<file path="src/hw/otflr_pkg.sv">
// Constants and types of the overtemperature fault limit and response block
package otflr_pkg;
    localparam logic [7:0]  CMD_OT_RESPONSE   = 8'h50;
    localparam logic [7:0]  CMD_OT_THRESHOLD  = 8'h4F;
    localparam logic [7:0]  CMD_STATUS_CML    = 8'h7E;
    localparam int          THR_EXP_MSB       = 15;
    localparam int          THR_EXP_LSB       = 11;
    localparam int          THR_RSV_MSB       = 10;
    localparam int          THR_RSV_LSB       = 6;
    localparam int          THR_MANT_MSB      = 5;
    localparam logic [4:0]  THR_EXPONENT      = 5'h02;
    localparam logic [5:0]  THR_MANT_DEFAULT  = 6'h22;
    localparam int          RSP_SHUTDOWN_BIT  = 7;
    localparam int          RSP_ZERO_BIT      = 6;
    localparam int          RSP_RETRY_MSB     = 5;
    localparam int          RSP_RETRY_LSB     = 3;
    localparam logic [2:0]  RETRY_LATCH       = 3'h0;
    localparam logic [2:0]  RETRY_AUTO        = 3'h7;
    localparam logic        RETRY_NVM_DEFAULT = 1'b0;
    localparam int          CML_IVD_BIT       = 6;
    localparam longint      CLK_HZ            = 125000000;
    localparam longint      RESTART_MS        = 52;
    localparam longint      RESTART_CYCLES    = (CLK_HZ / 1000) * RESTART_MS;
    localparam int          CNT_W             = 23;
    typedef enum logic [2:0]
    {
        OTF_RUN      = 3'h1,
        OTF_LATCHED  = 3'h2,
        OTF_WAITING  = 3'h4
    } otflr_state_t;
endpackage

</file>
<file path="src/hw/otflr_nvm.sv">
// Small nonvolatile image of the threshold and retry settings
`timescale 1ns/1ps
module otflr_nvm
(
    input  wire logic       ref_clk,
    input  wire logic       resetn,
    input  wire logic       store,
    input  wire logic [5:0] store_mant,
    input  wire logic       store_retry,
    output logic      [5:0] load_mant,
    output logic            load_retry
);
    logic [5:0] mant_q  = otflr_pkg::THR_MANT_DEFAULT;
    logic [5:0] mant_d;
    logic       retry_q = otflr_pkg::RETRY_NVM_DEFAULT;
    logic       retry_d;
    always_comb
    begin
        mant_d  = (store && resetn) ? store_mant : mant_q;
        retry_d = (store && resetn) ? store_retry : retry_q;
    end
    // Image survives reset; only a store changes it
    always_ff @(posedge ref_clk)
    begin
        mant_q  <= mant_d;
        retry_q <= retry_d;
    end
    assign load_mant  = mant_q;
    assign load_retry = retry_q;
endmodule

</file>
<file path="src/hw/otflr_bin.sv">
// Bins a threshold mantissa to the applied temperature and its canonical code
`timescale 1ns/1ps
module otflr_bin
(
    input  wire logic [5:0] mant,
    output logic      [7:0] temp_c,
    output logic      [5:0] canon
);
    always_comb
    begin
        if (mant < 6'h1E)
        begin
            temp_c = 8'h73;
            canon  = 6'h1D;
        end
        else if (mant == 6'h1E)
        begin
            temp_c = 8'h78;
            canon  = 6'h1E;
        end
        else if (mant == 6'h1F)
        begin
            temp_c = 8'h7D;
            canon  = 6'h1F;
        end
        else if (mant < 6'h22)
        begin
            temp_c = 8'h82;
            canon  = 6'h20;
        end
        else if (mant == 6'h22)
        begin
            temp_c = 8'h87;
            canon  = 6'h22;
        end
        else if (mant == 6'h23)
        begin
            temp_c = 8'h8C;
            canon  = 6'h23;
        end
        else if (mant == 6'h24)
        begin
            temp_c = 8'h91;
            canon  = 6'h24;
        end
        else
        begin
            temp_c = 8'h96;
            canon  = 6'h25;
        end
    end
endmodule

</file>
<file path="src/hw/otflr_top.sv">
// Overtemperature fault threshold, response configuration and fault control
`timescale 1ns/1ps
module otflr_top
(
    input  wire logic        ref_clk,
    input  wire logic        resetn,
    input  wire logic        wr_req,
    input  wire logic        wr_word,
    input  wire logic [7:0]  wr_cmd,
    input  wire logic [15:0] wr_data,
    input  wire logic        rd_req,
    input  wire logic [7:0]  rd_cmd,
    input  wire logic        nvm_store,
    input  wire logic        enable,
    input  wire logic        clear_faults,
    input  wire logic [7:0]  die_temp_c,
    output logic      [15:0] rd_data,
    output logic             rd_valid,
    output logic             wr_ack,
    output logic             wr_nack,
    output logic             output_enable,
    output logic             overtemp_fault_flag,
    output logic             cml_flag,
    output logic             ivd_flag,
    output logic             host_alert_line
);
    // ------------------------------------------------------------
    // Settings storage and restore
    // ------------------------------------------------------------
    logic [5:0]  nvm_mant;
    logic        nvm_retry;
    logic [5:0]  nvm_canon;
    logic [5:0]  mant_q;
    logic [5:0]  mant_d;
    logic [2:0]  retry_q;
    logic [2:0]  retry_d;
    logic        loaded_q;
    logic        loaded_d;
    logic [7:0]  applied_temp;
    otflr_nvm u_nvm
    (
        .ref_clk     (ref_clk),
        .resetn      (resetn),
        .store       (nvm_store),
        .store_mant  (mant_q),
        .store_retry (retry_q[2]),
        .load_mant   (nvm_mant),
        .load_retry  (nvm_retry)
    );
    otflr_bin u_restore_bin
    (
        .mant   (nvm_mant),
        .temp_c (),
        .canon  (nvm_canon)
    );
    otflr_bin u_applied_bin
    (
        .mant   (mant_q),
        .temp_c (applied_temp),
        .canon  ()
    );
    // ------------------------------------------------------------
    // Write decoding
    // ------------------------------------------------------------
    function automatic logic [7:0] rsp_byte(input logic [2:0] r);
        rsp_byte = {1'b1, 1'b0, r, r};
    endfunction
    function automatic logic [15:0] thr_word(input logic [5:0] m);
        thr_word = {otflr_pkg::THR_EXPONENT, 5'h00, m};
    endfunction
    logic        wr_thr;
    logic        wr_rsp;
    logic        thr_bad;
    logic        rsp_bad;
    logic        wr_bad;
    logic        wr_good;
    always_comb
    begin
        wr_thr  = wr_req && wr_word && (wr_cmd == otflr_pkg::CMD_OT_THRESHOLD);
        wr_rsp  = wr_req && !wr_word && (wr_cmd == otflr_pkg::CMD_OT_RESPONSE);
        thr_bad = wr_data[otflr_pkg::THR_EXP_MSB:otflr_pkg::THR_RSV_LSB]
                  != {otflr_pkg::THR_EXPONENT, 5'h00};
        rsp_bad = (wr_data[7:0] != rsp_byte(wr_data[otflr_pkg::RSP_RETRY_MSB:otflr_pkg::RSP_RETRY_LSB]))
                  || (wr_data[otflr_pkg::RSP_RETRY_MSB:otflr_pkg::RSP_RETRY_LSB] != otflr_pkg::RETRY_LATCH
                  && wr_data[otflr_pkg::RSP_RETRY_MSB:otflr_pkg::RSP_RETRY_LSB] != otflr_pkg::RETRY_AUTO);
        wr_bad  = (wr_thr && thr_bad) || (wr_rsp && rsp_bad);
        wr_good = (wr_thr && !thr_bad) || (wr_rsp && !rsp_bad);
    end
    always_comb
    begin
        mant_d   = mant_q;
        retry_d  = retry_q;
        loaded_d = 1'b1;
        if (!loaded_q)
        begin
            mant_d  = nvm_canon;
            retry_d = {3{nvm_retry}};
        end
        else if (wr_thr && !thr_bad)
            mant_d = wr_data[otflr_pkg::THR_MANT_MSB:0];
        else if (wr_rsp && !rsp_bad)
            retry_d = wr_data[otflr_pkg::RSP_RETRY_MSB:otflr_pkg::RSP_RETRY_LSB];
    end
    always_ff @(posedge ref_clk)
    begin
        if (!resetn)
        begin
            mant_q   <= otflr_pkg::THR_MANT_DEFAULT;
            retry_q  <= otflr_pkg::RETRY_LATCH;
            loaded_q <= 1'b0;
        end
        else
        begin
            mant_q   <= mant_d;
            retry_q  <= retry_d;
            loaded_q <= loaded_d;
        end
    end
    // ------------------------------------------------------------
    // Bus answers and status flags
    // ------------------------------------------------------------
    logic [15:0] rd_data_d;
    logic        rd_valid_d;
    logic        wr_ack_d;
    logic        wr_nack_d;
    logic        cml_d;
    logic        ivd_d;
    always_comb
    begin
        rd_valid_d = rd_req;
        rd_data_d  = 16'h0000;
        if (rd_cmd == otflr_pkg::CMD_OT_THRESHOLD)
            rd_data_d = thr_word(mant_q);
        else if (rd_cmd == otflr_pkg::CMD_OT_RESPONSE)
            rd_data_d = {8'h00, rsp_byte(retry_q)};
        else if (rd_cmd == otflr_pkg::CMD_STATUS_CML)
            rd_data_d = {8'h00, 1'b0, ivd_flag, 6'h00};
        if (!rd_req)
            rd_data_d = rd_data;
        wr_ack_d  = wr_good;
        wr_nack_d = wr_bad || (wr_req && !wr_thr && !wr_rsp);
        cml_d     = wr_bad || (cml_flag && !clear_faults);
        ivd_d     = wr_bad || (ivd_flag && !clear_faults);
    end
    always_ff @(posedge ref_clk)
    begin
        if (!resetn)
        begin
            rd_data  <= 16'h0000;
            rd_valid <= 1'b0;
            wr_ack   <= 1'b0;
            wr_nack  <= 1'b0;
            cml_flag <= 1'b0;
            ivd_flag <= 1'b0;
        end
        else
        begin
            rd_data  <= rd_data_d;
            rd_valid <= rd_valid_d;
            wr_ack   <= wr_ack_d;
            wr_nack  <= wr_nack_d;
            cml_flag <= cml_d;
            ivd_flag <= ivd_d;
        end
    end
    // ------------------------------------------------------------
    // Fault detection and response
    // ------------------------------------------------------------
    otflr_pkg::otflr_state_t state_q;
    otflr_pkg::otflr_state_t state_d;
    logic [otflr_pkg::CNT_W-1:0] cnt_q;
    logic [otflr_pkg::CNT_W-1:0] cnt_d;
    logic        enable_q;
    logic        fault_now;
    logic        oe_d;
    logic        flag_d;
    logic        alert_d;
    always_comb
    begin
        fault_now = loaded_q && (die_temp_c >= applied_temp);
        state_d   = state_q;
        cnt_d     = cnt_q;
        case (state_q)
            otflr_pkg::OTF_RUN:
                if (fault_now && enable)
                begin
                    cnt_d   = '0;
                    state_d = (retry_q == otflr_pkg::RETRY_AUTO) ? otflr_pkg::OTF_WAITING
                                                                 : otflr_pkg::OTF_LATCHED;
                end
            otflr_pkg::OTF_LATCHED:
                if (!enable || (enable && !enable_q))
                    state_d = otflr_pkg::OTF_RUN;
            otflr_pkg::OTF_WAITING:
                if (!enable)
                    state_d = otflr_pkg::OTF_RUN;
                else if (cnt_q == otflr_pkg::CNT_W'(otflr_pkg::RESTART_CYCLES - 1))
                    state_d = otflr_pkg::OTF_RUN;
                else
                    cnt_d = cnt_q + 1'b1;
            default:
                state_d = otflr_pkg::OTF_RUN;
        endcase
        oe_d    = enable && (state_d == otflr_pkg::OTF_RUN) && !(fault_now && state_q == otflr_pkg::OTF_RUN);
        flag_d  = (fault_now && enable && state_q == otflr_pkg::OTF_RUN)
                  || (overtemp_fault_flag && !clear_faults);
        alert_d = flag_d || cml_d;
    end
    always_ff @(posedge ref_clk)
    begin
        if (!resetn)
        begin
            state_q             <= otflr_pkg::OTF_RUN;
            cnt_q               <= '0;
            enable_q            <= 1'b0;
            output_enable       <= 1'b0;
            overtemp_fault_flag <= 1'b0;
            host_alert_line     <= 1'b0;
        end
        else
        begin
            state_q             <= state_d;
            cnt_q               <= cnt_d;
            enable_q            <= enable;
            output_enable       <= oe_d;
            overtemp_fault_flag <= flag_d;
            host_alert_line     <= alert_d;
        end
    end
endmodule

</file>
<file path="config.mk">
export PLATFORM = sky130hd
export DESIGN_NAME = otflr_top
export DESIGN_NICKNAME = d
export VERILOG_FILES = /design/src/hw/otflr_pkg.sv /design/src/hw/otflr_nvm.sv /design/src/hw/otflr_bin.sv /design/src/hw/otflr_top.sv
export SDC_FILE = /design/constraint.sdc
export NUM_CORES = 1
export LEC_CHECK = 0
export ABC_AREA = 1
export ABC_CLOCK_PERIOD_IN_PS = 2300
export BUFFER_PORTS_ARGS = -buffer_cell sky130_fd_sc_hd__buf_2
export CORE_MARGIN = 5
export CORE_UTILIZATION = 35
export CTS_BUF_LIST = sky130_fd_sc_hd__clkbuf_16
export CTS_CLUSTER_DIAMETER = 50
export DETAILED_ROUTE_END_ITERATION = 8
export GPL_TIMING_DRIVEN = 0
export PLACE_DENSITY = 0.62
export SLEW_MARGIN = 20
export SYNTH_ARGS = -nofsm -noshare
export SYNTH_HDL_FRONTEND = slang
export SYNTH_HIERARCHICAL = 1
export SYNTH_SLANG_ARGS = --single-unit
</file>
<file path="constraint.sdc">
create_clock -name ref_clk -period 2.3 [get_ports ref_clk]
set_input_delay 0.23 -clock ref_clk [delete_from_list [all_inputs] [get_ports ref_clk]]
set_output_delay 0.23 -clock ref_clk [all_outputs]
set_load 0.02 [all_outputs]
</file>
## Yosys cells after proc, flatten, opt, wreduce, memory -nomap -nowiden

Cells that the tools add are included.

| operators by class | value |
|---|---|
| add/sub/neg operators | 1 |
| magnitude comparators | 5 |
| equality and inequality tests | 30 |
| muxes and demuxes | 33 |
| reductions and logical operators | 44 |

Operator list:

| operator | number |
|---|---|
| 2-to-1 mux 23 bit | 3 |
| 2-to-1 mux 8 bit | 7 |
| 2-to-1 mux 6 bit | 8 |
| case mux 23 bit (2 select lines) | 1 |
| == test 8 x 7 -> 1 bit (second input constant) | 5 |
| == test 6 bit (second input constant) | 6 |
| 2-to-1 mux 3 bit | 9 |
| == test 6 x 5 -> 1 bit (second input constant) | 4 |
| adder 23 x 1 -> 23 bit (second input constant) | 1 |
| == test 23 bit (second input constant) | 1 |
| logical AND 1 bit | 22 |
| 2-to-1 mux 13 bit | 1 |
| < comparator 6 x 5 -> 1 bit (second input constant) | 2 |
| < comparator 6 bit (second input constant) | 2 |
| != test 10 x 7 -> 1 bit (second input constant) | 1 |
| logical NOT 1 bit | 9 |
| logical OR 1 bit | 9 |
| case mux 3 bit (3 select lines) | 1 |
| >= comparator 8 bit | 1 |
| != test 2 bit (second input constant) | 4 |
| 2-to-1 mux 7 bit | 1 |
| == test 3 x 1 -> 1 bit (second input constant) | 2 |
| == test 3 bit (second input constant) | 2 |
| != test 5 bit | 1 |
| other kinds (8) | 10 |

| word-level totals | value |
|---|---|
| register bits | 68 |
| input port bits | 48 |
| output and inout port bits | 24 |

## Logic depth before layout (Yosys ltp)

| logic depth | value |
|---|---|
| depth in word-level cells | 16 |
| depth in mapped cells | 19 |
| mapped depth without buffers | 19 |

## By module

The synthesis kept the hierarchy.

Modules (own cells, without submodules):

| module | times used | cells each | area an instance (um^2) | sequential area each (um^2) |
|---|---|---|---|---|
| otflr_top | 1 | 538 | 3393.3 | 1081.0 |
| otflr_bin | 2 | 47 | 227.7 | 0.0 |
| otflr_nvm | 1 | 9 | 217.7 | 210.2 |

## Worst setup path after synthesis

No wires, ideal clock.

| timing | value |
|---|---|
| path type | register -> register |
| start | register mant_q[2] |
| end | register cnt_q[16] (netlist bit) |
| setup time | 0.132 ns |
| arrival | 2.018 ns |
| required time | 2.168 ns |
| slack | 0.150 ns |
| cell stages (with the launch flop) | 18 |
| period minus slack after synthesis | 2.150 ns |
| path through | dfxtp_1 nor2_2 inv_1 nor2_2 nand2_1 o21ai_2 inv_1 ha_1 nand2_1 inv_1 nand2_1 nand2_1 nand2_1 nand3_1 nand4_1 clkbuf_4 nand3_1 a21oi_1 |

| between the ends | value |
|---|---|
| elaborated cells on any way between the ends | 19 |
| those cells by class | 3 x order compare; 6 x eq/ne; 7 x mux; 3 x reduce/logical |

RTL lines:

| what | RTL line | text |
|---|---|---|
| start: declaration | otflr_top.sv:33 | `logic [5:0] mant_q;` |
| start signal: assignment | otflr_top.sv:108 | `mant_q <= otflr_pkg::THR_MANT_DEFAULT;` |
| start signal: assignment | otflr_top.sv:114 | `mant_q <= mant_d;` |
| parallel branches: the longest is 6 deep, another holds < comparator 6 bit | n/a |  |
| 2-to-1 mux 8 bit (*) | otflr_bin.sv:11 | `if (mant < 6'h1E)` |
| net applied_temp[3] | otflr_top.sv:39 | `logic [7:0] applied_temp;` |
| >= comparator 8 bit (*) | otflr_top.sv:180 | `fault_now = loaded_q && (die_temp_c >= applied_temp);` |
| logical AND 1 bit (*) | otflr_top.sv:180 |  |
| logical AND 1 bit (*) | otflr_top.sv:185 | `if (fault_now && enable)` |
| != test 2 bit (no line) (*) | n/a |  |
| AND reduction 4 bit (no line) (*) | n/a |  |
| end signal: assignment | otflr_top.sv:223 | `cnt_q <= cnt_d;` |
| end: declaration | otflr_top.sv:171 | `logic [otflr_pkg::CNT_W-1:0] cnt_q;` |

Mark *: on every way through the listed nets, which the timed path passes.
A chain may end at the register's enable or synchronous reset.

## Worst setup path after layout

| timing | value |
|---|---|
| start | register mant_q[2] |
| end | register cnt_q[17] (netlist bit) |

The elaborated chain is that of the path after synthesis.

==> results.toml <==
[power]
cell_internal_pwr_uw = 2120
combinationalPowerShare = 0.149
power_frac_clock = 0.458
netSwitchingFraction = 0.270
leakagePower_uw = 0.00215
power_per_cell_area_nw_per_um2 = 584
power.sequential.fraction = 0.393
irDropWorstVdd_mv = 0.358
p_switching_uw = 784

[setup_path]
critPathMaxFanout = 6
critPathArrivalTime_ps = 2480
ff2ff_setup_slack_ps = 4
r2r_endpoint = "cnt_q[17]$_SDFFE_PN0P_"
critPathKind = "reg2reg"
reg2reg_depth = 16
setup.worst_path.end_class = "flop"
cp_required_ps = 2490
timing.critical_path.from_type = "flop"
origin_of_the_worst_setup_path = "mant_q[2]$_SDFFE_PN0P_"
setup.worst_path.end = "cnt_q[17]$_SDFFE_PN0P_"
timing.rr.start = "mant_q[2]$_SDFFE_PN0P_"

[drt]
drc_violation_count_after_routing = 0
avgViaCountPerCell = 4.85
detailedRoute.firstIterationViolations = 255
wl_microns = 10700
ant_nets = 0
detailedRoute.firstPassIterationCount = 5
route.vias.total = 4150
routed_wire_length_per_instance_microns = 12.5

[run]
cap_viol_max_count = 0

[timing]
report.final.hold_viol_count = 0
fmax_ghz = 0.436
worst_slack_ps = 4.18
finalWorstPathRequiredPeriod_ps = 2300
worst-slew-pin-transition_ps = 676
clock_skew_ps = 8.59
finalSetupViolations = 0
maxSlewViolCount = 0
rsz0062_at_grt = "true"
slew_headroom = 0.545
fin_crit_sh = 0.998

[cts]
cts_tree = "yes"
ctsHtreeMaxLevel = 3
worst_skew_pair.late_latency_ps = 330
cts_sinks = 61
cts-root-to-sink-buffers = 2
clockRootBuffer = "sky130_fd_sc_hd__clkbuf_16"
cts_hold_buffers = 0
total_cts_buffers = 9
cts.reportedPaths.clkPinSlew_ps = 60

[placement]
detailedPlacementHpwl_microns = 8220
detailed_place.area_sq_um = 4480
placement.setup.worst_slack_ps = -338
buffer_ports.inserted = 64
place_congestion = 0.908

[die]
floorplan.die.width_microns = 116
die_area_sq_um = 13600
floorplan.io_pins = 72
initial_core_utilization = 0.361
chip_height_microns = 116
fp-row-count = 38
core_area_sq_um = 11000

[synthesis]
postSynthCellCount = 623
synth-warning-count = 6
post_synth.cell_area_avg_sq_um = 6.37
mapped_area_sq_um = 3970

[status]
outcome = "completed"

[global_route]
met1_usage = 0.227
grt.overflow.total = 0
grt_pass1_vias = 3751
grt_use_total = 0.163
initial_antenna_violation_count = 0
globalRoute.busiestLayer = "met2"
grt_max_degree = 12
grt_first_pass_wirelength_microns = 17800
grt_util_met2 = 0.265
grtUsageMet3 = 0.0176

[min_path]
worstHoldPathType = "in2reg"

[final_layout]
layout.nets = 768
area_delta_synth_final_pct = 25.2
final.fill_count = 1164
n_antenna_cell = 0
layout-drive-gt1-share = 0.218
finalInstanceArea_sq_um = 4970
==> flip-flops by register name (all words and copies together), names as in the netlist, 3 cells and up <==
name	cells
u_nvm/load_mant	6
rd_data	9
mant_q	6
cnt_q	23
state_q	3
retry_q	3
==> stage by stage <==
stage / std cells / total power (uW) / util / setup TNS [ps] / hold slack (ps)
after floorplan: 629 / 1410 / - / 0 / 258
after global placement: 833 / 1530 / 0.408 / -6410 / 405
after detailed placement: 833 / 1540 / 0.408 / -7230 / 402
after CTS: 854 / 2880 / 0.442 / 0 / 58.5
after global routing: 856 / 3040 / 0.452 / -5240 / 61.5
final: 856 / 2900 / 0.452 / 0 / 61.6
==> layer usage <==
layer | vias up | routed length (microns)
li1 | 2140 | -
met1 | 1895 | 5230
met2 | 103 | 4920
met3 | 12 | 433
met4 | 0 | 133
met5 | - | 0
==> timing repair <==
| action | CTS | global route |
|---|---|---|
| pin swaps | 1 | 9 |
| gates cloned | 0 | 1 |
| setup endpoints to repair | 29 | 29 |
| buffers inserted | 5 | 1 |
| resized for setup | 15 | 30 |
==> worst max-delay path, cell delays in order (launching register included) <==
cell and delay (ps):
sky130_fd_sc_hd__dfxtp_4 370, sky130_fd_sc_hd__nor2_4 150, sky130_fd_sc_hd__inv_2 40, sky130_fd_sc_hd__nor2_2 110, sky130_fd_sc_hd__nand2_1 70, sky130_fd_sc_hd__o21ai_2 140
sky130_fd_sc_hd__inv_2 60, sky130_fd_sc_hd__ha_4 270, sky130_fd_sc_hd__nand2_2 50, sky130_fd_sc_hd__inv_2 50, sky130_fd_sc_hd__nand4_1 110, sky130_fd_sc_hd__nand3_2 120
sky130_fd_sc_hd__nand4_1 140, sky130_fd_sc_hd__buf_6 190, sky130_fd_sc_hd__buf_4 160, sky130_fd_sc_hd__nand3_1 60, sky130_fd_sc_hd__a21oi_1 60
==> how the worst min path moves through the flow <==
| stage | startpoint | to | slack, ps | depth (start not counted) |
|---|---|---|---|---|
| floorplan | resetn | loaded_q$_DFF_P_ | 260 | 0 |
| global placement | resetn | loaded_q$_DFF_P_ | 410 | 1 |
| detailed placement | resetn | loaded_q$_DFF_P_ | 400 | 1 |
| CTS | resetn | loaded_q$_DFF_P_ | 60 | 1 |
| global route | resetn | loaded_q$_DFF_P_ | 60 | 1 |
| finish | resetn | loaded_q$_DFF_P_ | 60 | 1 |
==> final cells by class <==
type	instances	area [sq um]	area share
multi-input cells	460	2290	0.461
clock buffers	9	225	0.0453
repair buffers	71	384	0.0773
clock inverters	7	67.6	0.0136
well taps	140	175	0.0353
inverters	78	293	0.0589
flip-flops and latches	61	1310	0.263
plain buffers	30	228	0.0458
==> placed cells by master, fill, tap and decap left out, types with 9 or more instances in the layout <==
master,instances
sky130_fd_sc_hd__a21oi_1,37
sky130_fd_sc_hd__buf_2,64
sky130_fd_sc_hd__nand3_1,66
sky130_fd_sc_hd__inv_1,71
sky130_fd_sc_hd__nand4_1,11
sky130_fd_sc_hd__dfxtp_1,48
sky130_fd_sc_hd__clkbuf_1,10
sky130_fd_sc_hd__nand2_1,155
sky130_fd_sc_hd__clkbuf_16,9
sky130_fd_sc_hd__nor2_1,96
sky130_fd_sc_hd__o21ai_0,12
sky130_fd_sc_hd__buf_4,16
==> power by group through the flow <==
| stage | clock network, uW | logic (uW) | registers [uW] |
|---|---|---|---|
| global placement | 0 | 365 | 1160 |
| CTS | 1350 | 392 | 1140 |
| floorplan | 0 | 248 | 1160 |
| detailed placement | 0 | 374 | 1160 |
| finish | 1330 | 432 | 1140 |
| global route | 1410 | 485 | 1140 |
Note: power is estimated with default switching activity, not from simulation.
